==> config.mk <==
export PLATFORM = sky130hd
export DESIGN_NAME = isoe_exec
export DESIGN_NICKNAME = d
export VERILOG_FILES = /design/src/isoe_phase_gen.v /design/src/isoe_exec.v
export VERILOG_INCLUDE_DIRS = /design/src
export SDC_FILE = /design/constraint.sdc
export NUM_CORES = 1
export LEC_CHECK = 0
export BUFFER_PORTS_ARGS = -buffer_cell sky130_fd_sc_hd__buf_2
export CAP_MARGIN = 20
export CORE_MARGIN = 2
export CORE_UTILIZATION = 45
export DETAILED_ROUTE_END_ITERATION = 7
export GPL_TIMING_DRIVEN = 0
export MAX_ROUTING_LAYER = met4
export PLACE_DENSITY = 0.8
export SLEW_MARGIN = 10
export SYNTH_ARGS = -nofsm -noshare
export SYNTH_HDL_FRONTEND = slang
export SYNTH_SLANG_ARGS = --single-unit
==> constraint.sdc <==
create_clock -name clk -period 2.91 [get_ports clk]
set_input_delay 0.873 -clock clk [delete_from_list [all_inputs] [get_ports clk]]
set_output_delay 0.873 -clock clk [all_outputs]
set_load 0.02 [all_outputs]
==> src/isoe_defines.vh <==
// Constants for the increment-skip / or-literal execute block.
// Assumes inclusion by bare name from the design files of this block.
`ifndef ISOE_DEFINES_VH
`define ISOE_DEFINES_VH
// ----------------------------------------
// Instruction word layout
// ----------------------------------------
`define ISOE_OPC_HI 13
`define ISOE_OPC_LO 8
`define ISOE_OPC_INC_SKIP 6'h0f
`define ISOE_OPC_OR_LIT 6'h38
`define ISOE_DEST_BIT 7
`define ISOE_ADDR_HI 6
`define ISOE_LIT_HI 7
// ----------------------------------------
// Phase codes and reset values
// ----------------------------------------
`define ISOE_PH_ONE 2'h0
`define ISOE_PH_TWO 2'h1
`define ISOE_PH_THREE 2'h2
`define ISOE_PH_FOUR 2'h3
`define ISOE_ACC_RESET 8'h00
`define ISOE_NOP_WORD 14'h0000
`endif

==> src/isoe_phase_gen.v <==
// Four-phase sequencer for the instruction cycle.
// Assumes one clock; each rising clk edge advances one phase.
`timescale 1ns/10ps
`include "isoe_defines.vh"
module isoe_phase_gen (
    clk,
    reset_n,
    phase_q
);
    input wire clk;
    input wire reset_n;
    output reg [1:0] phase_q;

    always @(posedge clk or negedge reset_n) begin
        if (!reset_n) begin
            phase_q <= `ISOE_PH_ONE;
        end else begin
            phase_q <= phase_q + 2'h1;
        end
    end
endmodule // isoe_phase_gen

==> src/isoe_exec.v <==
// Execute stage for increment-skip-on-zero and or-literal-into-accumulator.
// Assumes the fetch path holds instr_word stable for a whole instruction
// cycle and the register file answers reg_rd_data combinationally.
// Summary of operation
// - Top bits 001111 decode as increment-skip with dest bit and address.
// - The increment goes to acc when dest is 0, else to register, no flags.
// - A zero increment turns the next cycle into an idle, discarded one.
// - A nonzero increment lets the next word run, one cycle in total.
// - Increment-skip decodes, reads, adds and writes in phases one to four.
// - Top bits 111000 decode as or-literal with an 8-bit literal.
// - Or-literal ORs the accumulator with the literal field.
// - Or-literal writes acc and updates the zero flag within one cycle.
// - Or-literal decodes, reads literal, ORs, writes in phases one to four.
`timescale 1ns/10ps
`include "isoe_defines.vh"
module isoe_exec (
    clk,
    reset_n,
    instr_word,
    reg_rd_data,
    phase_four,
    phase_one,
    reg_addr,
    reg_rd_en,
    reg_wr_en,
    reg_wr_data,
    acc,
    zero_flag,
    zero_flag_wr,
    skip_active
);
    input wire clk;
    input wire reset_n;
    input wire [13:0] instr_word;
    input wire [7:0] reg_rd_data;
    output reg phase_four;
    output reg phase_one;
    output reg [6:0] reg_addr;
    output reg reg_rd_en;
    output reg reg_wr_en;
    output reg [7:0] reg_wr_data;
    output reg [7:0] acc;
    output reg zero_flag;
    output reg zero_flag_wr;
    output reg skip_active;

    wire [1:0] phase;
    reg [13:0] ir_q;
    reg [7:0] operand_q;
    reg [7:0] result_q;
    reg is_inc_q;
    reg is_or_q;
    reg skip_q;
    wire [5:0] opc;
    wire at_phase_one;
    wire at_phase_two;
    wire at_phase_three;
    wire at_phase_four;
    wire word_is_inc;
    wire word_is_or;
    wire result_zero;
    reg [13:0] ir_d;
    reg [7:0] operand_d;
    reg [7:0] result_d;
    reg is_inc_d;
    reg is_or_d;
    reg skip_d;
    reg skip_active_d;
    reg [7:0] acc_d;
    reg zero_flag_d;
    reg zero_flag_wr_d;
    reg [6:0] reg_addr_d;
    reg reg_rd_en_d;
    reg reg_wr_en_d;
    reg [7:0] reg_wr_data_d;
    reg phase_one_d;
    reg phase_four_d;

    // ----------------------------------------
    // Phase sequencing
    // ----------------------------------------
    isoe_phase_gen u_phase (
        .clk(clk),
        .reset_n(reset_n),
        .phase_q(phase)
    );

    assign opc = instr_word[`ISOE_OPC_HI:`ISOE_OPC_LO];
    assign at_phase_one = (phase == `ISOE_PH_ONE);
    assign at_phase_two = (phase == `ISOE_PH_TWO);
    assign at_phase_three = (phase == `ISOE_PH_THREE);
    assign at_phase_four = (phase == `ISOE_PH_FOUR);
    // A word seen while skip_q is set is the discarded one
    assign word_is_inc = !skip_q && (opc == `ISOE_OPC_INC_SKIP);
    assign word_is_or = !skip_q && (opc == `ISOE_OPC_OR_LIT);
    assign result_zero = (result_q == 8'h00);

    // ----------------------------------------
    // Phase marks
    // ----------------------------------------
    always @* begin
        phase_one_d = at_phase_four;
        phase_four_d = at_phase_three;
    end

    // ----------------------------------------
    // Decode in phase one
    // ----------------------------------------
    // Only this edge samples the word; the rest of the cycle runs on ir_q
    always @* begin
        ir_d = ir_q;
        is_inc_d = is_inc_q;
        is_or_d = is_or_q;
        reg_addr_d = reg_addr;
        reg_rd_en_d = 1'b0;
        skip_active_d = skip_active;
        if (at_phase_one) begin
            ir_d = instr_word;
            is_inc_d = word_is_inc;
            is_or_d = word_is_or;
            reg_addr_d = instr_word[`ISOE_ADDR_HI:0];
            reg_rd_en_d = word_is_inc;
            skip_active_d = skip_q;
        end
    end

    // ----------------------------------------
    // Skip request
    // ----------------------------------------
    // Cleared at the next decode, so exactly one whole cycle idles
    always @* begin
        skip_d = skip_q;
        if (at_phase_one) begin
            skip_d = 1'b0;
        end else if (at_phase_four && is_inc_q) begin
            skip_d = result_zero;
        end
    end

    // ----------------------------------------
    // Operand fetch and arithmetic
    // ----------------------------------------
    // Read data is taken in phase two, while reg_rd_en is high, as the file answers combinationally
    always @* begin
        operand_d = operand_q;
        result_d = result_q;
        if (at_phase_two) begin
            if (is_inc_q) begin
                operand_d = reg_rd_data;
            end else begin
                operand_d = ir_q[`ISOE_LIT_HI:0];
            end
        end
        if (at_phase_three) begin
            if (is_inc_q) begin
                result_d = operand_q + 8'h01;
            end else begin
                result_d = acc | operand_q;
            end
        end
    end

    // ----------------------------------------
    // Write-back in phase four
    // ----------------------------------------
    always @* begin
        acc_d = acc;
        zero_flag_d = zero_flag;
        zero_flag_wr_d = 1'b0;
        reg_wr_en_d = 1'b0;
        reg_wr_data_d = reg_wr_data;
        if (at_phase_four && is_inc_q) begin
            // Status untouched by increment-skip
            if (ir_q[`ISOE_DEST_BIT]) begin
                reg_wr_en_d = 1'b1;
                reg_wr_data_d = result_q;
            end else begin
                acc_d = result_q;
            end
        end else if (at_phase_four && is_or_q) begin
            acc_d = result_q;
            zero_flag_d = result_zero;
            zero_flag_wr_d = 1'b1;
        end
    end

    // ----------------------------------------
    // Internal state
    // ----------------------------------------
    always @(posedge clk or negedge reset_n) begin
        if (!reset_n) begin
            ir_q <= `ISOE_NOP_WORD;
            operand_q <= 8'h00;
            result_q <= 8'h00;
            is_inc_q <= 1'b0;
            is_or_q <= 1'b0;
            skip_q <= 1'b0;
        end else begin
            ir_q <= ir_d;
            operand_q <= operand_d;
            result_q <= result_d;
            is_inc_q <= is_inc_d;
            is_or_q <= is_or_d;
            skip_q <= skip_d;
        end
    end

    // ----------------------------------------
    // Output flops
    // ----------------------------------------
    always @(posedge clk or negedge reset_n) begin
        if (!reset_n) begin
            skip_active <= 1'b0;
            acc <= `ISOE_ACC_RESET;
            zero_flag <= 1'b0;
            zero_flag_wr <= 1'b0;
            reg_addr <= 7'h00;
            reg_rd_en <= 1'b0;
            reg_wr_en <= 1'b0;
            reg_wr_data <= 8'h00;
            phase_one <= 1'b0;
            phase_four <= 1'b0;
        end else begin
            skip_active <= skip_active_d;
            acc <= acc_d;
            zero_flag <= zero_flag_d;
            zero_flag_wr <= zero_flag_wr_d;
            reg_addr <= reg_addr_d;
            reg_rd_en <= reg_rd_en_d;
            reg_wr_en <= reg_wr_en_d;
            reg_wr_data <= reg_wr_data_d;
            phase_one <= phase_one_d;
            phase_four <= phase_four_d;
        end
    end
endmodule // isoe_exec

==> reports/metrics.cfg, run 1 <==
[pwr]
vdd_ir_drop_max_v=0.000347
power.switching_uw=333
internal_power_uw=1040
power.density_nw_per_um2=489
power_frac_clock_pct=31.2
switching_share_pct=24.2
seq_power_share_pct=58.3
combPwrFrac_pct=10.5
leakagePower_uw=0.00138

[worst_setup_path]
cp-start-kind=flop
path_cells=buf_4, buf_2
worstPathRequired_ps=2040
crit_buf_inv=2
slowest_stage=dfrtp_1
path_depth=2
critPathMaxFanout=3
crit_arrival_ps=1000
worst-setup-path-type=flop to primary output
crit_family=flip-flops
critPathMaxStageDelay_ps=410
reg2reg_depth=6
end_kind=primary output

[synth]
synthArstFlopShare_pct=100
synth.ff_latch_count=52
synth_most_common_cell=dfrtp_1
netlist_instances=193
synth_top_area_share_pct=55.1
synth_top_cell_by_area=dfrtp_1
yosys_most_used_dff=dfrtp_1
ys.warnings.count=0
synth_edf_count=0
netlist_area_sq_um=2360
synth_cell_type_count=38
yosys-top-cells-area=dfrtp_1 55%, mux2_2 13%, mux2i_1 3.8%
avgSynthCellArea_sq_um=12.2
synthTopCellsByCount=52 x dfrtp_1, 28 x mux2_2, 15 x nor2_1, 11 x a21oi_1, 9 x mux2i_1
syn-num-nets=222
ys_seq_area_share_pct=55.1

[finish]
syn_to_final_growth_pct=19.1
drive_gt1_share_pct=41.9
diodes=0
nNetsFinal=282
n_fill_cell=456
layout.cells.non_filler=323

[placed_design]
gp_congestion=0.779
pre_cts_ws_ps=1020
port_buffers=53
dp_cells=316
dp_hpwl_mm=3.26

[timing]
max_freq_ghz=0.535
post-route-min-period_ps=1870
setup_ws_ps=1040
worstMarginPinSlew_ps=636
slew-limit-headroom_pct=57.6
final.setup.tns_ps=0
holdWs_ps=503
fin_crit_sh_pct=64.2
setup_viol=0
hold_violations=0
final_max_slew_viol_count=0
finClkSkew_ps=4.00
grt_setup_unrepaired=no

[global_route]
antenna_found_initial=0
grt_pass1_wl_mm=7.73
grt-ovfl-total=0
grt_start_max_net_pins=53
grt.total_usage_pct=17.5
grt_pass1_vias=1585

[worst_hold_path]
hold_path_class=flop to flop
hold_depth=1

[clock_network]
cts_setup_buffers=0
clkSinkCount=52
cts-root-buf=clkbuf_8
clkLatencyLatePin_ps=300
ctsHoldBuffers=0
htreeDepth=2
numCtsBuffers=5
cts_resized=0
path_clk_slew_ps=80
cts_tree=built
cts_buffer_depth=2

[detailed_routing]
wirelength_mm=4.59
via_per_inst=5.03
drc=0
drt_iter0_markers=99
first_pass_iters=4
vias=1626
wl_per_cell_um=14.2
antenna_left=0

[run]
maxCapViolations=0

[floorplanning]
dieArea_sq_um=5850
core_sq_um=5070
start_util_pct=46.5
die_x_um=76.5
ios=54
core.rowCount=26
die_y_um=76.5

[run_status]
status=completed

## cell type report
type | count | area, sq um | share of cell area [%]
timing repair buffer | 53 | 268 | 9.52
tap | 70 | 87.6 | 3.11
multi-input combinational | 118 | 942 | 33.5
inverter | 7 | 26.3 | 0.934
clock buffer | 7 | 96.3 | 3.42
sequential | 52 | 1300 | 46.2
buffer | 16 | 92.6 | 3.29
## worst reg2reg max path, stage by stage (launching register included)
cell,delay [ps]
dfrtp_1,410
inv_1,110
ha_1,190
clkbuf_2,220
buf_1,380
nor2_1,100
a311oi_1,240
## per-layer routing
metal	track usage [%]	vias up	routed length, um
li1	-	792	-
met1	21.8	783	2160
met2	28.1	46	2190
met3	4.74	5	182
met4	5.45	0	65
met5	-	-	0
## kinds of logic (layout without fill, tap and decap cells)
| logic type | count (synthesis) | in the layout | synth area share [%] |
|---|---|---|---|
| adder cells (fa/ha/maj) | 5 | 5 | 2.65 |
| XOR/XNOR | 3 | 3 | 1.11 |
| AO/OA/AOI/OAI | 25 | 25 | 7.26 |
| AND/OR/NAND/NOR | 48 | 48 | 11.7 |
| multiplexers | 37 | 37 | 17.2 |
| buffers and inverters | 23 | 83 | 5.03 |
| flip-flops | 52 | 52 | 55.1 |
## path summary, 6_finish.rpt
| check | slack, ps | to | from |
|---|---|---|---|
| hold reg to reg | 500 | reg_wr_data[5] | reg_wr_data[5] |
| setup / recovery | 1040 | reg_addr[1] | ir_q[1] |
| setup reg to reg | 1170 | result_q[5] | u_phase.phase_q[0] |
| min in group asynchronous | 600 | result_q[3] | reset_n |
| hold / removal | 500 | reg_wr_data[5] | reg_wr_data[5] |
| max in group asynchronous | 1900 | result_q[7] | reset_n |
## sequential cells by signal, indices dropped and copies added, names as in the netlist, 2 cells and up
register and count:
u_phase.phase_q 2, result_q 8, operand_q 8, acc 8, ir_q 8, reg_wr_data 8
## placed cells by master (no fill, tap or decap), types with 2 or more instances in the layout
| master | n |
|---|---|
| dfrtp_1 | 52 |
| a21oi_1 | 11 |
| inv_1 | 7 |
| mux2i_1 | 9 |
| ha_1 | 5 |
| nand2_1 | 8 |
| buf_4 | 8 |
| nand3_1 | 2 |
| a311oi_1 | 2 |
| nor4_1 | 2 |
| nand4_1 | 3 |
| clkbuf_8 | 7 |
| clkbuf_1 | 3 |
| a31oi_1 | 2 |
| buf_2 | 56 |
| mux2_2 | 28 |
| nor2b_1 | 4 |
| nor3_1 | 2 |
| nand2b_1 | 3 |
| nor2_1 | 15 |
| o21ai_0 | 4 |
| or4b_1 | 2 |
| xor2_1 | 2 |
## through the flow
step	utilization, %	power (uW)	instance area (sq um)
final	55.4	1370	2810
after global routing	55.4	1430	2810
after CTS	55.4	1390	2810
after detailed placement	53.5	962	2720
after global placement	53.5	955	2720
after floorplan	-	891	2360
## power by group through the flow
stage               clock, uW  combinational (uW)  sequential, uW
floorplan                   0                66.5             825
global placement            0                 142             812
detailed placement          0                 146             815
CTS                       442                 147             801
global route              464                 161             808
finish                    428                 145             801
Note: power is estimated with default switching activity, not from simulation.
==> run 2, diff against run 1 <==
Clock period 2.91 ns to 1.9 ns, I/O delays scaled along.
==> reports/metrics.cfg, run 2 (same netlist as run 1, synthesis figures left out) <==
[run_status]
status=completed

[floorplanning]
core_sq_um=5070
start_util_pct=46.5
core.rowCount=26
die_y_um=76.5
die_x_um=76.5
dieArea_sq_um=5850
ios=54

[clock_network]
clkSinkCount=52
numCtsBuffers=5
clkLatencyLatePin_ps=300
cts_tree=built
htreeDepth=2
cts_setup_buffers=0
path_clk_slew_ps=80
cts_buffer_depth=2
cts-root-buf=clkbuf_8

[detailed_routing]
drt_iter0_markers=101
first_pass_iters=4
vias=1626
wl_per_cell_um=14.2
drc=0
antenna_left=0
wirelength_mm=4.59
via_per_inst=5.03

[placed_design]
port_buffers=53
gp_congestion=0.779
dp_hpwl_mm=3.26
place_area_sq_um=2720

[worst_setup_path]
worstPathRequired_ps=2090
r2r_start=u_phase.phase_q[0]
critPathMaxFanout=10
worst-setup-path-type=flop to flop
r2r_slack_ps=220
crit_arrival_ps=1870
end_kind=flop
cp-start-kind=flop
reg2reg_depth=5
rr_endpoint=ir_q[6]

[worst_hold_path]
hold_path_class=input port to asynchronous set/reset pin

[finish]
syn_to_final_growth_pct=19.2
layout_commonest_cell=buf_2
final_cell_mix=56 x buf_2, 52 x dfrtp_1, 28 x mux2_2
nNetsFinal=282
finalInstanceArea_sq_um=2820
diodes=0
drive_gt1_share_pct=42.3

[pwr]
vdd_ir_drop_max_v=0.000531
leakagePower_uw=0.00138
power.density_nw_per_um2=748

[global_route]
grt_start_max_net_pins=53
grt-ovfl-total=0
grt.total_usage_pct=17.5
grt_pass1_vias=1585
grt_pass1_wl_mm=7.73
antenna_found_initial=0

[run]
maxCapViolations=0

[timing]
max_freq_ghz=0.595
post-route-min-period_ps=1680
final_max_slew_viol_count=0
grt_setup_unrepaired=no
worstMarginPinSlew_ps=636
hold_violations=0
slew-limit-headroom_pct=57.6
finClkSkew_ps=4.00
final.setup.tns_ps=0
fin_crit_sh_pct=88.4
setup_viol=0

-- run 2: cell types whose count changed in the layout (fill, tap and decap cells not counted) --
cell	before	now
clkbuf_2	1	2
buf_1	1	0
-- run 2: stage by stage --
stage | cells | util (%) | total power, uW | worst slack, ps | hold WS [ps]
2_1_floorplan | 193 | - | 1370 | 416 | 274
3_3_place_gp | 316 | 53.5 | 1460 | 241 | 483
3_5_place_dp | 316 | 53.5 | 1470 | 187 | 492
4_1_cts | 323 | 55.4 | 2130 | 154 | 485
5_1_grt | 323 | 55.5 | 2190 | 71.2 | 333
6_report | 323 | 55.5 | 2110 | 220 | 293
-- run 2: area by class of cell --
type                            instances  area (sq um)
Multi-Input combinational cell        118           942
Sequential cell                        52          1300
Clock buffer                            7          96.3
Timing Repair Buffer                   53           268
Tap cell                               70          87.6
Fill cell                             456          2260
Buffer                                 16          93.8
Inverter                                7          26.3
-- run 2: power breakdown --
group / internal [uW] / switching, uW
Sequential: 1170 / 61.0
Clock: 325 / 332
Combinational: 104 / 118
Total: 1600 / 510
-- run 2: worst max-delay path by stage --
stage                        from           to  slack, ps  cells after the start
6_report       u_phase.phase_q[0]      ir_q[6]        220                      5
5_1_grt        u_phase.phase_q[0]      ir_q[2]         70                      5
4_1_cts        u_phase.phase_q[0]  result_q[5]        150                      6
3_5_place_dp   u_phase.phase_q[0]      ir_q[6]        190                      5
3_3_place_gp   u_phase.phase_q[0]      ir_q[3]        240                      5
2_1_floorplan  u_phase.phase_q[0]      ir_q[2]        420                      5
-- run 2: layer usage --
layer	global-route usage (%)	wire length (um)	vias up
li1	-	-	792
met1	21.8	2160	783
met2	28.1	2190	46
met3	4.74	182	5
met4	5.45	65	0
met5	-	0	-
-- run 2: worst max-delay path: stages, from the launching register on --
cell and delay [ps]:
dfrtp_1 410, inv_1 110, ha_1 150, clkbuf_1 250, buf_2 300, mux2_2 360
-- run 2: what timing repair did --
item	in CTS	in global routing
hold buffers	0	0
setup endpoints to repair	0	2
gates resized for setup	0	1
endpoints found under the hold margin	0	0
